File: src/csw_pkg.sv
// Functional notes
// Each machine cycle spans exactly two CPU clock periods.
// Peripheral clock runs at half the CPU clock, fed to all peripherals.
// Oscillator clock comes from watchdog, RC, crystal or external clock input.
// Clock source comes from non-volatile configuration, not a software register.
// Clock output allowed only without crystal source and without crystal-clocked RTC.
// Clock output pin driven only while clock output enable bit is set.
// Clock output runs at half the CPU clock frequency.
// Software should clear clock output enable before Idle if unused.
// Six-bit tuning field loads factory value on power-on reset only.
// Software may overwrite the tuning field any time to retune RC oscillator.
// Crystal modes hold CPU clock 992 oscillator cycles plus 60-100 us. The code runs both counts at once and releases after the longer one.
// RC, watchdog or external source hold CPU clock 224 cycles plus 60-100 us. The code runs both counts at once and releases after the longer one.
// System must enable reset input pin above 12 MHz oscillator clock.
// External clock mode lets crystal output pin be port pin or clock output.
// External clock input works fully static up to 18 MHz.
// Distinct low-speed crystal mode for 20 kHz to 100 kHz resonators.
// Oscillator clock divided by programmable divisor up to 510, changeable anytime.
// Wake-up counter on oscillator clock restarts on wake, releases after both delays.
// Enable bit has no effect while crystal or crystal RTC occupies the pin.
package csw_pkg;

   // ----------------------------------------
   // Register map
   // ----------------------------------------
   localparam logic [7:0] TRIM_ADDR     = 8'h96;
   localparam int         TRIM_RC_BIT   = 7;
   localparam int         TRIM_EN_BIT   = 6;
   localparam int         TRIM_W        = 6;
   localparam logic [1:0] TRIM_POR_HI   = 2'h0;
   localparam logic [7:0] SFR_RD_ZERO   = 8'h00;

   // ----------------------------------------
   // Clock sources
   // ----------------------------------------
   typedef enum logic [2:0] {
      SRC_XTAL_LOW  = 3'h0,
      SRC_XTAL_MED  = 3'h1,
      SRC_XTAL_HIGH = 3'h2,
      SRC_RC        = 3'h3,
      SRC_WDT       = 3'h4,
      SRC_EXT       = 3'h5
   } csw_src_e;

   localparam int N_SRC    = 4;
   localparam int IDX_WDT  = 0;
   localparam int IDX_RC   = 1;
   localparam int IDX_XTAL = 2;
   localparam int IDX_EXT  = 3;

   // ----------------------------------------
   // Timing
   // ----------------------------------------
   localparam int         CLK_MHZ        = 250;
   localparam int         WAKE_US_MIN    = 60;
   localparam int         WAKE_FIX_CYC   = WAKE_US_MIN * CLK_MHZ;
   localparam logic [9:0] WAKE_XTAL_CYC  = 10'h3E0;
   localparam logic [9:0] WAKE_OTHER_CYC = 10'h0E0;
   localparam int         DIV_W          = 8;

endpackage

File: src/csw_clock_ctrl.sv
`timescale 1ns/1ps
module csw_clock_ctrl #(
   parameter int WAKE_FIX_CYC = csw_pkg::WAKE_FIX_CYC,
   parameter int DIV_W        = csw_pkg::DIV_W
) (
   // Clock and resets
   input  wire logic                      clk_i,
   input  wire logic                      nrst_i,
   input  wire logic                      por_n_i,
   // Non-volatile configuration
   input  wire logic [2:0]                cfg_clk_src_i,
   input  wire logic [csw_pkg::TRIM_W-1:0] factory_trim_i,
   input  wire logic                      rtc_uses_xtal_i,
   // Oscillator sources
   input  wire logic                      wdt_osc_i,
   input  wire logic                      rc_osc_i,
   input  wire logic                      xtal_osc_i,
   input  wire logic                      external_clock_in_pin_i,
   // CPU control
   input  wire logic [DIV_W-1:0]          cpu_clock_divisor_i,
   input  wire logic                      wake_i,
   // Special function register port
   input  wire logic [7:0]                sfr_addr_i,
   input  wire logic                      sfr_wr_i,
   input  wire logic [7:0]                sfr_wdata_i,
   output logic      [7:0]                sfr_rdata_o,
   // Port function of crystal output pin
   input  wire logic                      port_out_i,
   input  wire logic                      port_oe_i,
   // Clocks
   output wire logic                      osc_clock_o,
   output wire logic                      cpu_clock_tick_o,
   output wire logic                      machine_cycle_o,
   output wire logic                      periph_clock_tick_o,
   output wire logic                      cpu_run_o,
   // Oscillator control
   output wire logic [2:0]                osc_mode_o,
   output wire logic [csw_pkg::TRIM_W-1:0] rc_trim_o,
   output wire logic                      rc_osc_clock_o,
   // Crystal output pin
   output wire logic                      crystal_out_clock_pin_o,
   output wire logic                      crystal_out_clock_pin_oe_o
);
   localparam int FIX_W = $clog2(WAKE_FIX_CYC + 1);

   // ----------------------------------------
   // Functions
   // ----------------------------------------
   function automatic logic is_xtal(input csw_pkg::csw_src_e s);
      is_xtal = (s == csw_pkg::SRC_XTAL_LOW) || (s == csw_pkg::SRC_XTAL_MED) ||
                (s == csw_pkg::SRC_XTAL_HIGH);
   endfunction

   function automatic int src_idx(input csw_pkg::csw_src_e s);
      unique case (s)
         csw_pkg::SRC_WDT: src_idx = csw_pkg::IDX_WDT;
         csw_pkg::SRC_RC:  src_idx = csw_pkg::IDX_RC;
         csw_pkg::SRC_EXT: src_idx = csw_pkg::IDX_EXT;
         default:          src_idx = csw_pkg::IDX_XTAL;
      endcase
   endfunction

   // ----------------------------------------
   // Source capture and synchronisers
   // ----------------------------------------
   csw_pkg::csw_src_e         src_reg;
   logic [csw_pkg::N_SRC-1:0] s1_reg;
   logic [csw_pkg::N_SRC-1:0] s2_reg;
   logic [csw_pkg::N_SRC-1:0] s3_reg;
   logic [csw_pkg::N_SRC-1:0] lvl_reg;
   wire  [csw_pkg::N_SRC-1:0] raw_w = {external_clock_in_pin_i, xtal_osc_i, rc_osc_i, wdt_osc_i};
   wire  csw_pkg::csw_src_e   cfg_w = (cfg_clk_src_i > 3'(csw_pkg::SRC_EXT)) ?
                                      csw_pkg::SRC_RC : csw_pkg::csw_src_e'(cfg_clk_src_i);
   wire                       src_xtal_w = is_xtal(src_reg);
   wire  [1:0]                sel_w = 2'(src_idx(src_reg));

   // Configuration is sampled only while reset is held; software cannot alter it
   always_ff @(posedge clk_i) begin
      if (!nrst_i) begin
         src_reg <= cfg_w;
      end
   end

   // A level counts only once the last two stages agree; one-sample glitches are dropped
   wire  [csw_pkg::N_SRC-1:0] agree_w  = ~(s2_reg ^ s3_reg);
   wire  [csw_pkg::N_SRC-1:0] lvl_next = (agree_w & s3_reg) | (~agree_w & lvl_reg);

   always_ff @(posedge clk_i) begin
      s1_reg  <= raw_w;
      s2_reg  <= s1_reg;
      s3_reg  <= s2_reg;
      lvl_reg <= lvl_next;
   end

   // Edge-based, so an external clock may stop entirely without harm
   wire osc_tick_w = agree_w[sel_w] && s3_reg[sel_w] && !lvl_reg[sel_w];
   assign osc_clock_o = lvl_reg[sel_w];
   assign osc_mode_o  = src_reg;

   // ----------------------------------------
   // Wake-up delay
   // ----------------------------------------
   logic [9:0]       wosc_reg;
   logic [FIX_W-1:0] wfix_reg;
   logic             run_reg;
   wire  [9:0]       wosc_tgt_w = src_xtal_w ? csw_pkg::WAKE_XTAL_CYC
                                             : csw_pkg::WAKE_OTHER_CYC;
   wire              wosc_done_w = (wosc_reg >= wosc_tgt_w);
   wire              wfix_done_w = (wfix_reg >= FIX_W'(WAKE_FIX_CYC));

   always_ff @(posedge clk_i) begin
      if (!nrst_i || wake_i) begin
         wosc_reg <= '0;
         wfix_reg <= '0;
         run_reg  <= 1'b0;
      end else begin
         if (osc_tick_w && !wosc_done_w) begin
            wosc_reg <= wosc_reg + 10'h001;
         end
         if (!wfix_done_w) begin
            wfix_reg <= wfix_reg + FIX_W'(1);
         end
         run_reg <= wosc_done_w && wfix_done_w;
      end
   end
   assign cpu_run_o = run_reg;

   // ----------------------------------------
   // CPU, machine and peripheral clocks
   // ----------------------------------------
   wire  div_tick_w;
   logic phase_reg;
   logic clkout_reg;

   csw_cpu_div #(.DIV_W(DIV_W)) u_div (
      .clk_i      (clk_i),
      .nrst_i     (nrst_i),
      .osc_tick_i (osc_tick_w),
      .divisor_i  (cpu_clock_divisor_i),
      .tick_o     (div_tick_w)
   );

   wire cpu_tick_w = div_tick_w && run_reg;
   assign cpu_clock_tick_o    = cpu_tick_w;
   assign machine_cycle_o     = cpu_tick_w && phase_reg;
   assign periph_clock_tick_o = cpu_tick_w && phase_reg;

   always_ff @(posedge clk_i) begin
      if (!nrst_i) begin
         phase_reg  <= 1'b0;
         clkout_reg <= 1'b0;
      end else if (cpu_tick_w) begin
         phase_reg  <= !phase_reg;
         clkout_reg <= !clkout_reg;
      end
   end

   // ----------------------------------------
   // Tuning register
   // ----------------------------------------
   logic [7:0] trim_reg;
   wire        trim_wr_w = sfr_wr_i && (sfr_addr_i == csw_pkg::TRIM_ADDR);

   // Only power-on reset reloads it; an ordinary reset keeps the user's tuning
   always_ff @(posedge clk_i) begin
      if (!por_n_i) begin
         trim_reg <= {csw_pkg::TRIM_POR_HI, factory_trim_i};
      end else if (trim_wr_w) begin
         trim_reg <= sfr_wdata_i;
      end
   end

   always_ff @(posedge clk_i) begin
      if (!nrst_i) begin
         sfr_rdata_o <= csw_pkg::SFR_RD_ZERO;
      end else begin
         sfr_rdata_o <= (sfr_addr_i == csw_pkg::TRIM_ADDR) ? trim_reg : csw_pkg::SFR_RD_ZERO;
      end
   end

   assign rc_trim_o      = trim_reg[csw_pkg::TRIM_W-1:0];
   assign rc_osc_clock_o = trim_reg[csw_pkg::TRIM_RC_BIT];

   // ----------------------------------------
   // Crystal output pin
   // ----------------------------------------
   wire clk_out_en_w = trim_reg[csw_pkg::TRIM_EN_BIT];
   wire pin_free_w   = !src_xtal_w && !rtc_uses_xtal_i;
   wire clkout_w     = pin_free_w && clk_out_en_w;
   wire port_w       = pin_free_w && !clk_out_en_w && (src_reg == csw_pkg::SRC_EXT);

   assign crystal_out_clock_pin_oe_o = clkout_w || (port_w && port_oe_i);
   assign crystal_out_clock_pin_o    = clkout_w ? clkout_reg : (port_w && port_out_i);

   // ----------------------------------------
   // Assertions
   // ----------------------------------------
   property p_pin_free;
      @(posedge clk_i) disable iff (!nrst_i)
      (src_xtal_w || rtc_uses_xtal_i) |-> !crystal_out_clock_pin_oe_o;
   endproperty
   a_pin_free: assert property (p_pin_free) else $error("pin driven while occupied");

   property p_clkout_en;
      @(posedge clk_i) disable iff (!nrst_i)
      (crystal_out_clock_pin_oe_o && src_reg != csw_pkg::SRC_EXT) |-> clk_out_en_w;
   endproperty
   a_clkout_en: assert property (p_clkout_en) else $error("clock out without enable");

   property p_clkout_rate;
      @(posedge clk_i) disable iff (!nrst_i)
      $changed(clkout_reg) |-> $past(cpu_tick_w);
   endproperty
   a_clkout_rate: assert property (p_clkout_rate) else $error("clock out off rate");

   // Strobe levels at the previous CPU tick; alternation proves the divide by two
   logic last_mc_reg;
   logic last_per_reg;

   always_ff @(posedge clk_i) begin
      if (!nrst_i) begin
         last_mc_reg  <= 1'b1;
         last_per_reg <= 1'b1;
      end else if (cpu_tick_w) begin
         last_mc_reg  <= machine_cycle_o;
         last_per_reg <= periph_clock_tick_o;
      end
   end

   property p_mc_two;
      @(posedge clk_i) disable iff (!nrst_i)
      (cpu_tick_w || machine_cycle_o) |-> (cpu_tick_w && (machine_cycle_o != last_mc_reg));
   endproperty
   a_mc_two: assert property (p_mc_two) else $error("machine cycle not two clocks");

   property p_pclk;
      @(posedge clk_i) disable iff (!nrst_i)
      (cpu_tick_w || periph_clock_tick_o) |-> (cpu_tick_w && (periph_clock_tick_o != last_per_reg));
   endproperty
   a_pclk: assert property (p_pclk) else $error("peripheral clock too fast");

   property p_div_osc;
      @(posedge clk_i) disable iff (!nrst_i)
      cpu_clock_tick_o |-> (osc_tick_w && run_reg);
   endproperty
   a_div_osc: assert property (p_div_osc) else $error("cpu tick without osc edge");

   property p_wake_hold;
      @(posedge clk_i) disable iff (!nrst_i)
      wake_i |=> !cpu_run_o [*3];
   endproperty
   a_wake_hold: assert property (p_wake_hold) else $error("cpu ran during wake-up");

   property p_run_cause;
      @(posedge clk_i) disable iff (!nrst_i)
      $rose(cpu_run_o) |-> ($past(wosc_reg) >= $past(wosc_tgt_w) && $past(wfix_done_w));
   endproperty
   a_run_cause: assert property (p_run_cause) else $error("early wake release");

   property p_trim_keep;
      @(posedge clk_i) disable iff (!por_n_i)
      !trim_wr_w |=> $stable(trim_reg);
   endproperty
   a_trim_keep: assert property (p_trim_keep) else $error("tuning changed without write");

   property p_trim_wr;
      @(posedge clk_i) disable iff (!por_n_i)
      trim_wr_w |=> (trim_reg == $past(sfr_wdata_i));
   endproperty
   a_trim_wr: assert property (p_trim_wr) else $error("tuning write lost");

endmodule // csw_clock_ctrl

File: src/csw_cpu_div.sv
`timescale 1ns/1ps
module csw_cpu_div #(
   parameter int DIV_W = csw_pkg::DIV_W
) (
   // Clock and reset
   input  wire logic             clk_i,
   input  wire logic             nrst_i,
   // Oscillator edge and divisor
   input  wire logic             osc_tick_i,
   input  wire logic [DIV_W-1:0] divisor_i,
   // Divided CPU clock edge
   output wire logic             tick_o
);
   logic [DIV_W:0] cnt_reg;
   logic [DIV_W:0] cnt_next;
   wire  [DIV_W:0] last_w = {divisor_i, 1'b0} - {{DIV_W{1'b0}}, 1'b1};
   wire            bypass_w = (divisor_i == '0);
   // Compare with >= so a divisor lowered mid-count never stalls the CPU clock
   wire            wrap_w = bypass_w || (cnt_reg >= last_w);

   assign tick_o   = osc_tick_i && wrap_w;
   assign cnt_next = wrap_w ? '0 : cnt_reg + {{DIV_W{1'b0}}, 1'b1};

   always_ff @(posedge clk_i) begin
      if (!nrst_i) begin
         cnt_reg <= '0;
      end else if (osc_tick_i) begin
         cnt_reg <= cnt_next;
      end
   end
endmodule // csw_cpu_div

File: config.mk
export PLATFORM = sky130hd
export DESIGN_NAME = csw_clock_ctrl
export DESIGN_NICKNAME = d
export VERILOG_FILES = /design/src/csw_pkg.sv /design/src/csw_clock_ctrl.sv /design/src/csw_cpu_div.sv
export SDC_FILE = /design/constraint.sdc
export NUM_CORES = 1
export LEC_CHECK = 0
export ABC_AREA = 1
export BUFFER_PORTS_ARGS = -buffer_cell sky130_fd_sc_hd__buf_2
export CAP_MARGIN = 20
export CELL_PAD_IN_SITES_DETAIL_PLACEMENT = 1
export CELL_PAD_IN_SITES_GLOBAL_PLACEMENT = 1
export CORE_AREA = 3 3 100 93
export DETAILED_ROUTE_END_ITERATION = 7
export DIE_AREA = 0 0 103 96
export PLACE_DENSITY = 0.82
export SKIP_CTS_REPAIR_TIMING = 1
export SYNTH_ARGS = -nofsm -noshare
export SYNTH_HDL_FRONTEND = slang
export SYNTH_SLANG_ARGS = --single-unit
File: constraint.sdc
create_clock -name clk_i -period 4.07 [get_ports clk_i]
set_clock_uncertainty 0.15 [all_clocks]
set_input_delay 0.6105 -clock clk_i [delete_from_list [all_inputs] [get_ports clk_i]]
set_output_delay 0.6105 -clock clk_i [all_outputs]
set_load 0.05 [all_outputs]
==> run metrics, run 1 <==
Slew Limit Headroom=0.632; Finished Layout Cells=643; Ports=70; Congestion Overflow GR=0; CTS tree=yes; top cells by area, synth=dfxtp_1 33%, nand2_1 12%, edfxtp_1 11%; via count of the first global-routing pass=3299; synth unique cells=30; Worst setup startpoint=cpu_clock_divisor_i[2]; post-synth top area share=0.328; Slew Viols, Final=0; PortBufs=69; required time worst endpoint=3.31 ns; P&R area growth vs syn=18.3%; crit path kind=input pin to output pin; gr usage total=0.192; FMAX=267 MHz; final hold vios=0; worst hold margin=0.180 ns; Pre-antenna DRT Iters=4; Remaining DRCs=0; global-route wire length before repair=15.0 mm; Clock Tree Root=clkbuf_8; Initial Utilization=0.421; CTS Buffer Depth=2; Yosys top cell by area=dfxtp_1; initial antenna violation count=0; R2R Path End=wosc_reg[7]$_SDFFE_PP0P_; FF-to-FF setup slack=1.76 ns; Critical Path Fanout Max=4; Reg area=1550 um2; Syn Area/Cell=7.57 um2; Post-synth EDFFs=13; DPL Wire Length=6.91 mm; crit share post-route=0.921; die area=9890 um2; Critical Path AT=2.99 ns; Seq/Total Area, Yosys=0.438; Post-synth top cells=109 x nand2_1, 60 x inv_1, 58 x dfxtp_1; setup tns final=0 ns; Routed wire per std cell=14.3 um; CP Capture Type=output pin; die width=103 um; FF-to-FF path depth=10; max-cap check violation count=0; placer's final routability congestion estimate=0.803; vias per cell=4.99; Synth Flop Type=dfxtp_1; Slew @ Worst Pin=0.547 ns; Startpoint Class=input pin; nets=597; Cell Rows=32; #FFs+latches synth=71; ratio of cells with drive above 1 in the final layout=0.176; Final Setup Violations=0; synthesized area=3540 um2; Setup crit end=periph_clock_tick_o; post-route ant nets=0; most common cell in the netlist=nand2_1; Max VDD drop=261 uV; Worst Hold Launch=s1_reg[1]$_DFF_P_; RSZ-0062 raised after global routing=false; Num CTS Buffers=9; minimum clock period=3.75 ns; status=finished, final reports clean; Hold/Removal Path Class=flip-flop to flip-flop; First DRT Iteration DRCs=86; Core Area=8410 um2; H-tree depth=3; PwrDens=391 nW/um2; post-detailed-routing wire length=9.20 mm; Vias=3207; area of the multi-input gates=1670 um2; worst r2r src=osc_mode_o[1]$_SDFFCE_PN1N_; Synth Net Count=529; Mapped Cells=468; Worst-path clk slew=0.08 ns; Core Util, Final=0.498; largest net degree at the start of global routing=16; n_diodes=0; Ys Warns=0; Async SR Flop Fraction=0; max reg flops=14; Pleak=1.91 nW; CTS sink count=71; Worst-Skew Late Latency=0.34 ns; Fill cells=1090; DP Cell Count=627; Die Y-Extent=96 um
[layout make-up]
class | count | area share
clock buffers | 9 | 0.0296
well taps | 102 | 0.0305
flip-flops and latches | 71 | 0.370
repair buffers | 71 | 0.0872
multi-input cells | 320 | 0.398
inverters | 63 | 0.0565
clock inverters | 7 | 0.0284
[routing by layer]
metal	global-route usage	part of all wire	vias to the layer above
met4	0.0464	0.012	0
met1	0.252	0.47	1519
met2	0.323	0.49	45
met3	0.0413	0.029	11
met5	0	0	-
li1	-	-	1632
[cells in the final DEF (no fill, tap or decap), drive strengths merged, types with 3 or more instances in the layout]
| master | count |
|---|---|
| nor2 | 53 |
| xor2 | 15 |
| nand4 | 10 |
| a21oi | 28 |
| nor3 | 12 |
| inv | 63 |
| dfxtp | 58 |
| nand3 | 36 |
| xnor2 | 11 |
| clkbuf | 11 |
| buf | 69 |
| nor4 | 3 |
| clkinv | 4 |
| nand2 | 112 |
| edfxtp | 13 |
| o21ai | 14 |
| bufinv | 3 |
| ha | 16 |
[worst max-delay path, stage by stage]
cell and delay [ns]:
buf_2 0.13, nor2_1 0.11, nand2_1 0.08, or3_1 0.35
nor3_1 0.20, xnor2_1 0.10, ha_1 0.29, nand2_1 0.07
nor2_1 0.14, nand3_1 0.11, nand4_1 0.17, nand4_1 0.16
nor2_2 0.20, clkbuf_4 0.27
[worst min-delay path by stage]
stage	endpoint	slack, ns	depth (start not counted)
2_1_floorplan	s2_reg[0]$_DFF_P_	0.16	0
3_3_place_gp	s2_reg[3]$_DFF_P_	0.16	0
3_5_place_dp	s2_reg[1]$_DFF_P_	0.16	0
4_1_cts	s2_reg[1]$_DFF_P_	0.18	0
5_1_grt	s2_reg[1]$_DFF_P_	0.19	0
6_report	s2_reg[1]$_DFF_P_	0.18	0
[power breakdown]
group | internal [W] | switching, W | total [W] | leakage, nW
clock network | 0.000410 | 0.000279 | 0.000688 | 0.124
logic | 0.0000571 | 0.000132 | 0.000189 | 1.19
registers | 0.000740 | 0.0000200 | 0.000760 | 0.599
[cells by family (layout without fill, tap and decap cells)]
family,after synthesis,after routing,synth area share
XOR/XNOR,26,26,0.0643
flip-flops,71,71,0.438
buffers and inverters,77,150,0.0925
AO/OA/AOI/OAI,48,48,0.0713
AND/OR/NAND/NOR,230,230,0.277
adder cells (fa/ha/maj),16,16,0.0565
[per-stage QoR]
stage	worst slack [ns]	total power, W	instance area [um2]
final	0.322	0.00164	4190
after global routing	0.0366	0.00171	4190
after CTS	0.229	0.00166	4180
after detailed placement	0.235	0.000965	3940
after global placement	0.337	0.000956	3940
after floorplan	0.0258	0.000908	3540
Power figures use the tool's default switching activity.
==> run 2, diff against run 1 <==
--- a/config.mk
+++ b/config.mk
@@ -10,10 +10,10 @@
 export CAP_MARGIN = 20
 export CELL_PAD_IN_SITES_DETAIL_PLACEMENT = 1
 export CELL_PAD_IN_SITES_GLOBAL_PLACEMENT = 1
-export CORE_AREA = 3 3 100 93
+export CORE_AREA = 3 3 104 96
 export DETAILED_ROUTE_END_ITERATION = 7
-export DIE_AREA = 0 0 103 96
-export PLACE_DENSITY = 0.82
+export DIE_AREA = 0 0 107 99
+export PLACE_DENSITY = 0.77
 export SKIP_CTS_REPAIR_TIMING = 1
 export SYNTH_ARGS = -nofsm -noshare
 export SYNTH_HDL_FRONTEND = slang
==> constraint.sdc (replaced) <==
create_clock -name clk_i -period 4 [get_ports clk_i]
set_clock_uncertainty 0.15 [all_clocks]
set_input_delay 0.6 -clock clk_i [delete_from_list [all_inputs] [get_ports clk_i]]
set_output_delay 0.6 -clock clk_i [all_outputs]
set_load 0.05 [all_outputs]
==> run 2 against run 1 <==
Effect of this change: power decreased by 3.8%; flip-flop and latch count did not move; wire length is 0.83% lower; die area rose by 7.1%; register-to-register slack lost 0.04 ns; first-iteration DRC count is 16% lower; clock-buffer cell count up 2; worst hold slack got worse by 0.0021 ns; non-clock buffer count stayed put; clock power fell by 11%; setup slack worse by 0.084 ns; largest power group unchanged; highest routed layer unchanged.
==> run metrics, run 2 (synthesis results as in run 1) <==
Slew @ Worst Pin=0.513 ns (-0.0345 ns); Sw Ratio=0.279 (+0.0156); Reg area=1550 um2 (unchanged); sequential power share=0.491 (+0.027); Fill cells=1165 (+6.9%); Worst-Skew Late Latency=0.35 ns (about the same); Final Setup Violations=0 (unchanged); crit path kind=input pin to output pin; area post-placement=3970 um2 (+0.70%); Routed wire per std cell=13.8 um (-3.8%); Internal=0.00114 W (-5.8%); Gate power share=0.121 (+0.005); die area=10600 um2 (+7.1%); First DRT Iteration DRCs=72 (-16%); clock power share=0.388 (-0.032); via count of the first global-routing pass=3408 (+3.3%); post-detailed-routing wire length=9.12 mm (-0.83%); max-cap check violation count=0 (unchanged); highest-count cells in the layout ignoring fill and taps=109 x nand2_1, 69 x buf_2, 60 x inv_1, 58 x dfxtp_1, 51 x nor2_1; FMAX=266 MHz; die width=107 um (+3.9%); Vias=3203 (-0.12%); Ports=70 (unchanged); CTS Buffer Depth=2 (unchanged); required time worst endpoint=3.25 ns (-0.06 ns); Core Area=9040 um2 (+7.5%); Tot Pwr=0.00158 W (-3.8%); ratio of cells with drive above 1 in the final layout=0.174 (-0.00185); max reg flops=14 (unchanged); Pleak=1.89 nW (-0.95%); worst r2r src=osc_mode_o[1]$_SDFFCE_PN1N_; largest net degree at the start of global routing=16 (unchanged); gr usage total=0.179 (-0.0130); Slew Viols, Final=0 (unchanged); CTS tree=yes; Remaining DRCs=0 (unchanged); status=finished, final reports clean; CTS sink count=71 (unchanged); Pre-antenna DRT Iters=4 (unchanged); Hold/Removal Path Class=flip-flop to flip-flop; final hold vios=0 (unchanged); Congestion Overflow GR=0 (unchanged); Cell Rows=33 (+3.1%); minimum clock period=3.76 ns; FF-to-FF path depth=11 (+1); RSZ-0062 raised after global routing=true; Max VDD drop=231 uV (-12%); Num CTS Buffers=9 (unchanged); DPL Wire Length=7.09 mm (+2.6%); Worst-path clk slew=0.08 ns (about the same); WHS Endpoint=s2_reg[1]$_DFF_P_; R2R Path End=wosc_reg[3]$_SDFFE_PP0P_; Startpoint Class=input pin; initial antenna violation count=0 (unchanged); Clock Tree Root=clkbuf_8; crit share post-route=0.940; PortBufs=69 (unchanged); PwrDens=377 nW/um2 (-3.5%); post-route ant nets=0 (unchanged); NetSw=0.000439 W (+1.9%); n_diodes=0 (unchanged); vias per cell=4.83 (-3.1%); area of the multi-input gates=1670 um2 (unchanged); placer's final routability congestion estimate=0.794 (-1.2%); Hold Path Cell Cnt=0 (unchanged); Core Util, Final=0.462 (-0.0365); Initial Utilization=0.392 (-0.0296); most common cell after layout, fill and taps aside=nand2_1; P&R area growth vs syn=17.9%; global-route wire length before repair=15.4 mm (+3.1%); Finished Cell Area=4180 um2 (-0.33%); FF-to-FF setup slack=1.72 ns (-0.04 ns); Critical Path Fanout Max=4 (unchanged); Die Y-Extent=99 um (+3.1%); nets=597 (unchanged); Worst Hold Launch=s1_reg[1]$_DFF_P_; Slew Limit Headroom=0.656 (+0.0232); Critical Path AT=3.01 ns (+0.02 ns); CP Capture Type=output pin; H-tree depth=3 (unchanged)
-- run 2: metal layers --
layer,track usage,wire length [um],up-vias,share of wire
met1,0.237,4430,1526,0.49
met4,0.0423,86,0,0.0094
met3,0.0426,297,8,0.033
met5,0,0,-,0
li1,-,-,1626,-
met2,0.297,4300,43,0.47
-- run 2: stage by stage --
step	hold slack, ns	TNS (ns)	setup slack [ns]	instances
after floorplan	0.160	0	0.238	468
after global placement	0.161	0	0.346	647
after detailed placement	0.163	0	0.205	647
after CTS	0.181	0	0.205	663
after global routing	0.171	-0.0200	-0.0100	663
final	0.178	0	0.238	663
-- run 2: worst max-delay path by stage --
stage                                 startpoint  cells past startpoint  slack [ns]             endpoint
after CTS                 cpu_clock_divisor_i[2]                     14        0.20  periph_clock_tick_o
after detailed placement  cpu_clock_divisor_i[2]                     14        0.21  periph_clock_tick_o
after global routing      cpu_clock_divisor_i[2]                     14       -0.01      machine_cycle_o
final                     cpu_clock_divisor_i[2]                     14        0.24      machine_cycle_o
after floorplan           cpu_clock_divisor_i[2]                     13        0.24  periph_clock_tick_o
after global placement    cpu_clock_divisor_i[2]                     14        0.35  periph_clock_tick_o
-- run 2: layout make-up --
cell class,count,area share
clock buffers,11,0.0366
clock inverters,5,0.0135
inverters,63,0.0566
multi-input cells,320,0.399
flip-flops and latches,71,0.372
well taps,122,0.0366
repair buffers,71,0.0863
-- run 2: power groups by stage --
stage / clock [W] / combinational (W) / sequential [W]
2_1_floorplan: 0 / 0.000132 / 0.000792
3_3_place_gp: 0 / 0.000185 / 0.000789
3_5_place_dp: 0 / 0.000193 / 0.000790
4_1_cts: 0.000625 / 0.000194 / 0.000773
5_1_grt: 0.000657 / 0.000213 / 0.000777
6_report: 0.000612 / 0.000191 / 0.000773
-- run 2: worst max-delay path: stages --
cell	delay, ns
buf_2	0.13
nor2_1	0.11
nand2_1	0.08
or3_1	0.36
nor3_1	0.21
xnor2_1	0.12
ha_1	0.30
nand2_1	0.07
nor2_1	0.14
nand3_1	0.11
nand4_1	0.17
nand4_1	0.14
nor2_2	0.19
buf_2	0.30
==> run 3, diff against run 2 <==
--- a/config.mk
+++ b/config.mk
@@ -6,13 +6,13 @@
 export NUM_CORES = 1
 export LEC_CHECK = 0
 export ABC_AREA = 1
-export BUFFER_PORTS_ARGS = -buffer_cell sky130_fd_sc_hd__buf_2
 export CAP_MARGIN = 20
 export CELL_PAD_IN_SITES_DETAIL_PLACEMENT = 1
 export CELL_PAD_IN_SITES_GLOBAL_PLACEMENT = 1
-export CORE_AREA = 3 3 104 96
+export CORE_AREA = 3 3 97 90
 export DETAILED_ROUTE_END_ITERATION = 7
-export DIE_AREA = 0 0 107 99
+export DIE_AREA = 0 0 100 93
+export DONT_BUFFER_PORTS = 1
 export PLACE_DENSITY = 0.77
 export SKIP_CTS_REPAIR_TIMING = 1
 export SYNTH_ARGS = -nofsm -noshare
==> run 3 against run 2 <==
Effect of this change: wire length fell by 9.1%; highest routed layer unchanged; core utilization is 2.5 points higher; register-to-register slack worse by 0.37 ns; sequential share of layout area increased by 3.3 points; combinational power down 35%; clock-buffer cell count is 2 lower; largest power group unchanged.
==> run metrics, run 3 (synthesis results as in run 1) <==
status=finished, final reports clean; CTS Buffer Depth=2 (unchanged); Pleak=1.61 nW (-15%); Initial Utilization=0.450 (+0.0581); worst hold margin=0.119 ns (-0.0592 ns); Hold Path Cell Cnt=0 (unchanged); Finished Cell Area=3830 um2 (-8.2%); Worst setup startpoint=cpu_clock_divisor_i[2]; gr usage total=0.193 (+0.0140); setup tns final=0 ns (unchanged); vias per cell=5.10 (+5.5%); die width=100 um (-6.5%); max-cap check violation count=0 (unchanged); Worst-path clk slew=0.08 ns (about the same); Slew Limit Headroom=0.555 (-0.101); Final Setup Violations=0 (unchanged); Startpoint Class=input pin; CP cell instances=nor2_1 -> nand2_1 -> or3_1 -> nor3_1 -> xnor2_1 -> ha_1 -> nand2_1 -> nor2_1 -> nand3_1 -> nand4_1 -> nand4_1 -> nor2_2 -> buf_4; largest net degree at the start of global routing=16 (unchanged); ratio of cells with drive above 1 in the final layout=0.0591 (-0.115); Die Y-Extent=93 um (-6.1%); CTS sink count=71 (unchanged); initial antenna violation count=0 (unchanged); Core Area=7870 um2 (-13%); most common cell after layout, fill and taps aside=nand2_1; Pre-antenna DRT Iters=4 (unchanged); post-detailed-routing wire length=8.29 mm (-9.1%); CP delay by family, top=simple AND/OR/NAND/NOR gates; nets=530 (-11%); die area=9300 um2 (-12%); Core Util, Final=0.487 (+0.0251); slowest stage delay, CP=0.35 ns (about the same); placer's final routability congestion estimate=0.789 (-0.60%); Worst-Skew Late Latency=0.35 ns (about the same); required time worst endpoint=3.25 ns (about the same); DPL Wire Length=6.41 mm (-9.6%); First DRT Iteration DRCs=95 (+32%); Cell Rows=31 (-6.1%); Max VDD drop=275 uV (+19%); max reg flops=14 (unchanged); Critical Path AT=2.83 ns (-0.18 ns); Slew @ Worst Pin=0.667 ns (+0.154 ns); Num CTS Buffers=9 (unchanged); crit path kind=input pin to output pin; via count of the first global-routing pass=3079 (-9.7%); slowest library cell on the worst path=or3_1; RSZ-0062 raised after global routing=false; global-route wire length before repair=14.3 mm (-7.6%); PortBufs=0 (-100%); PwrDens=413 nW/um2 (+9.5%); crit share post-route=0.895 (-0.0450); Worst path depth=13 (-1); Worst Hold Launch=external_clock_in_pin_i; Worst Path Buf+Inv=1 (-1); final hold vios=0 (unchanged); Slew Viols, Final=0 (unchanged); CP Capture Type=output pin; FMAX=279 MHz (+5.0%); P&R area growth vs syn=8.23%; highest-count cells in the layout ignoring fill and taps=109 x nand2_1, 60 x inv_1, 58 x dfxtp_1, 51 x nor2_1, 36 x nand3_1; Routed wire per std cell=14.5 um (+5.1%); FF-to-FF path depth=11 (unchanged); H-tree depth=3 (unchanged); post-route ant nets=0 (unchanged); Finished Layout Cells=573 (-14%); Critical Path Fanout Max=6 (+2); Congestion Overflow GR=0 (unchanged); Remaining DRCs=0 (unchanged); Ports=70 (unchanged); area post-placement=3610 um2 (-9.1%); worst r2r src=osc_mode_o[2]$_SDFFCE_PN0N_; DP Cell Count=557 (-14%); CTS tree=yes; n_diodes=0 (unchanged); Hold/Removal Path Class=input pin to flip-flop; Clock Tree Root=clkbuf_8; minimum clock period=3.58 ns (-0.180 ns); Vias=2921 (-8.8%)
==> run 3: worst paths after layout <==
check                        endpoint  slack, ns
max reg2reg  wosc_reg[7]$_SDFFE_PP0P_       1.35
max               periph_clock_tick_o       0.42
min                 s1_reg[3]$_DFF_P_       0.12
min reg2reg         s2_reg[3]$_DFF_P_       0.18
==> run 3: layout make-up <==
class	count	area, um2
inverter	63	236
clock inverter	7	103
sequential	71	1550
clock buffer	9	124
fill	1007	4040
tap	99	124
timing repair buffer	4	30.0
multi-input combinational	320	1670
==> run 3: metrics by stage <==
step	setup slack [ns]	total power, W
after floorplan	0.238	0.000924
after CTS	0.375	0.00161
after global placement	0.492	0.000942
after global routing	0.188	0.00166
final	0.418	0.00158
after detailed placement	0.377	0.000948
==> run 3: report_power, final <==
| part | switching, W | internal, W |
|---|---|---|
| registers | 0.0000518 | 0.000754 |
| clock network | 0.000294 | 0.000360 |
| logic | 0.0000880 | 0.0000371 |
| total | 0.000434 | 0.00115 |
==> run 3: routing by layer <==
layer	vias up	share of wire	track usage	wire length (um)
met1	1366	0.48	0.254	3950
met3	9	0.046	0.0492	383
met4	0	0.011	0.0550	92
met2	47	0.47	0.316	3860
met5	-	0	0	0
li1	1499	-	-	-
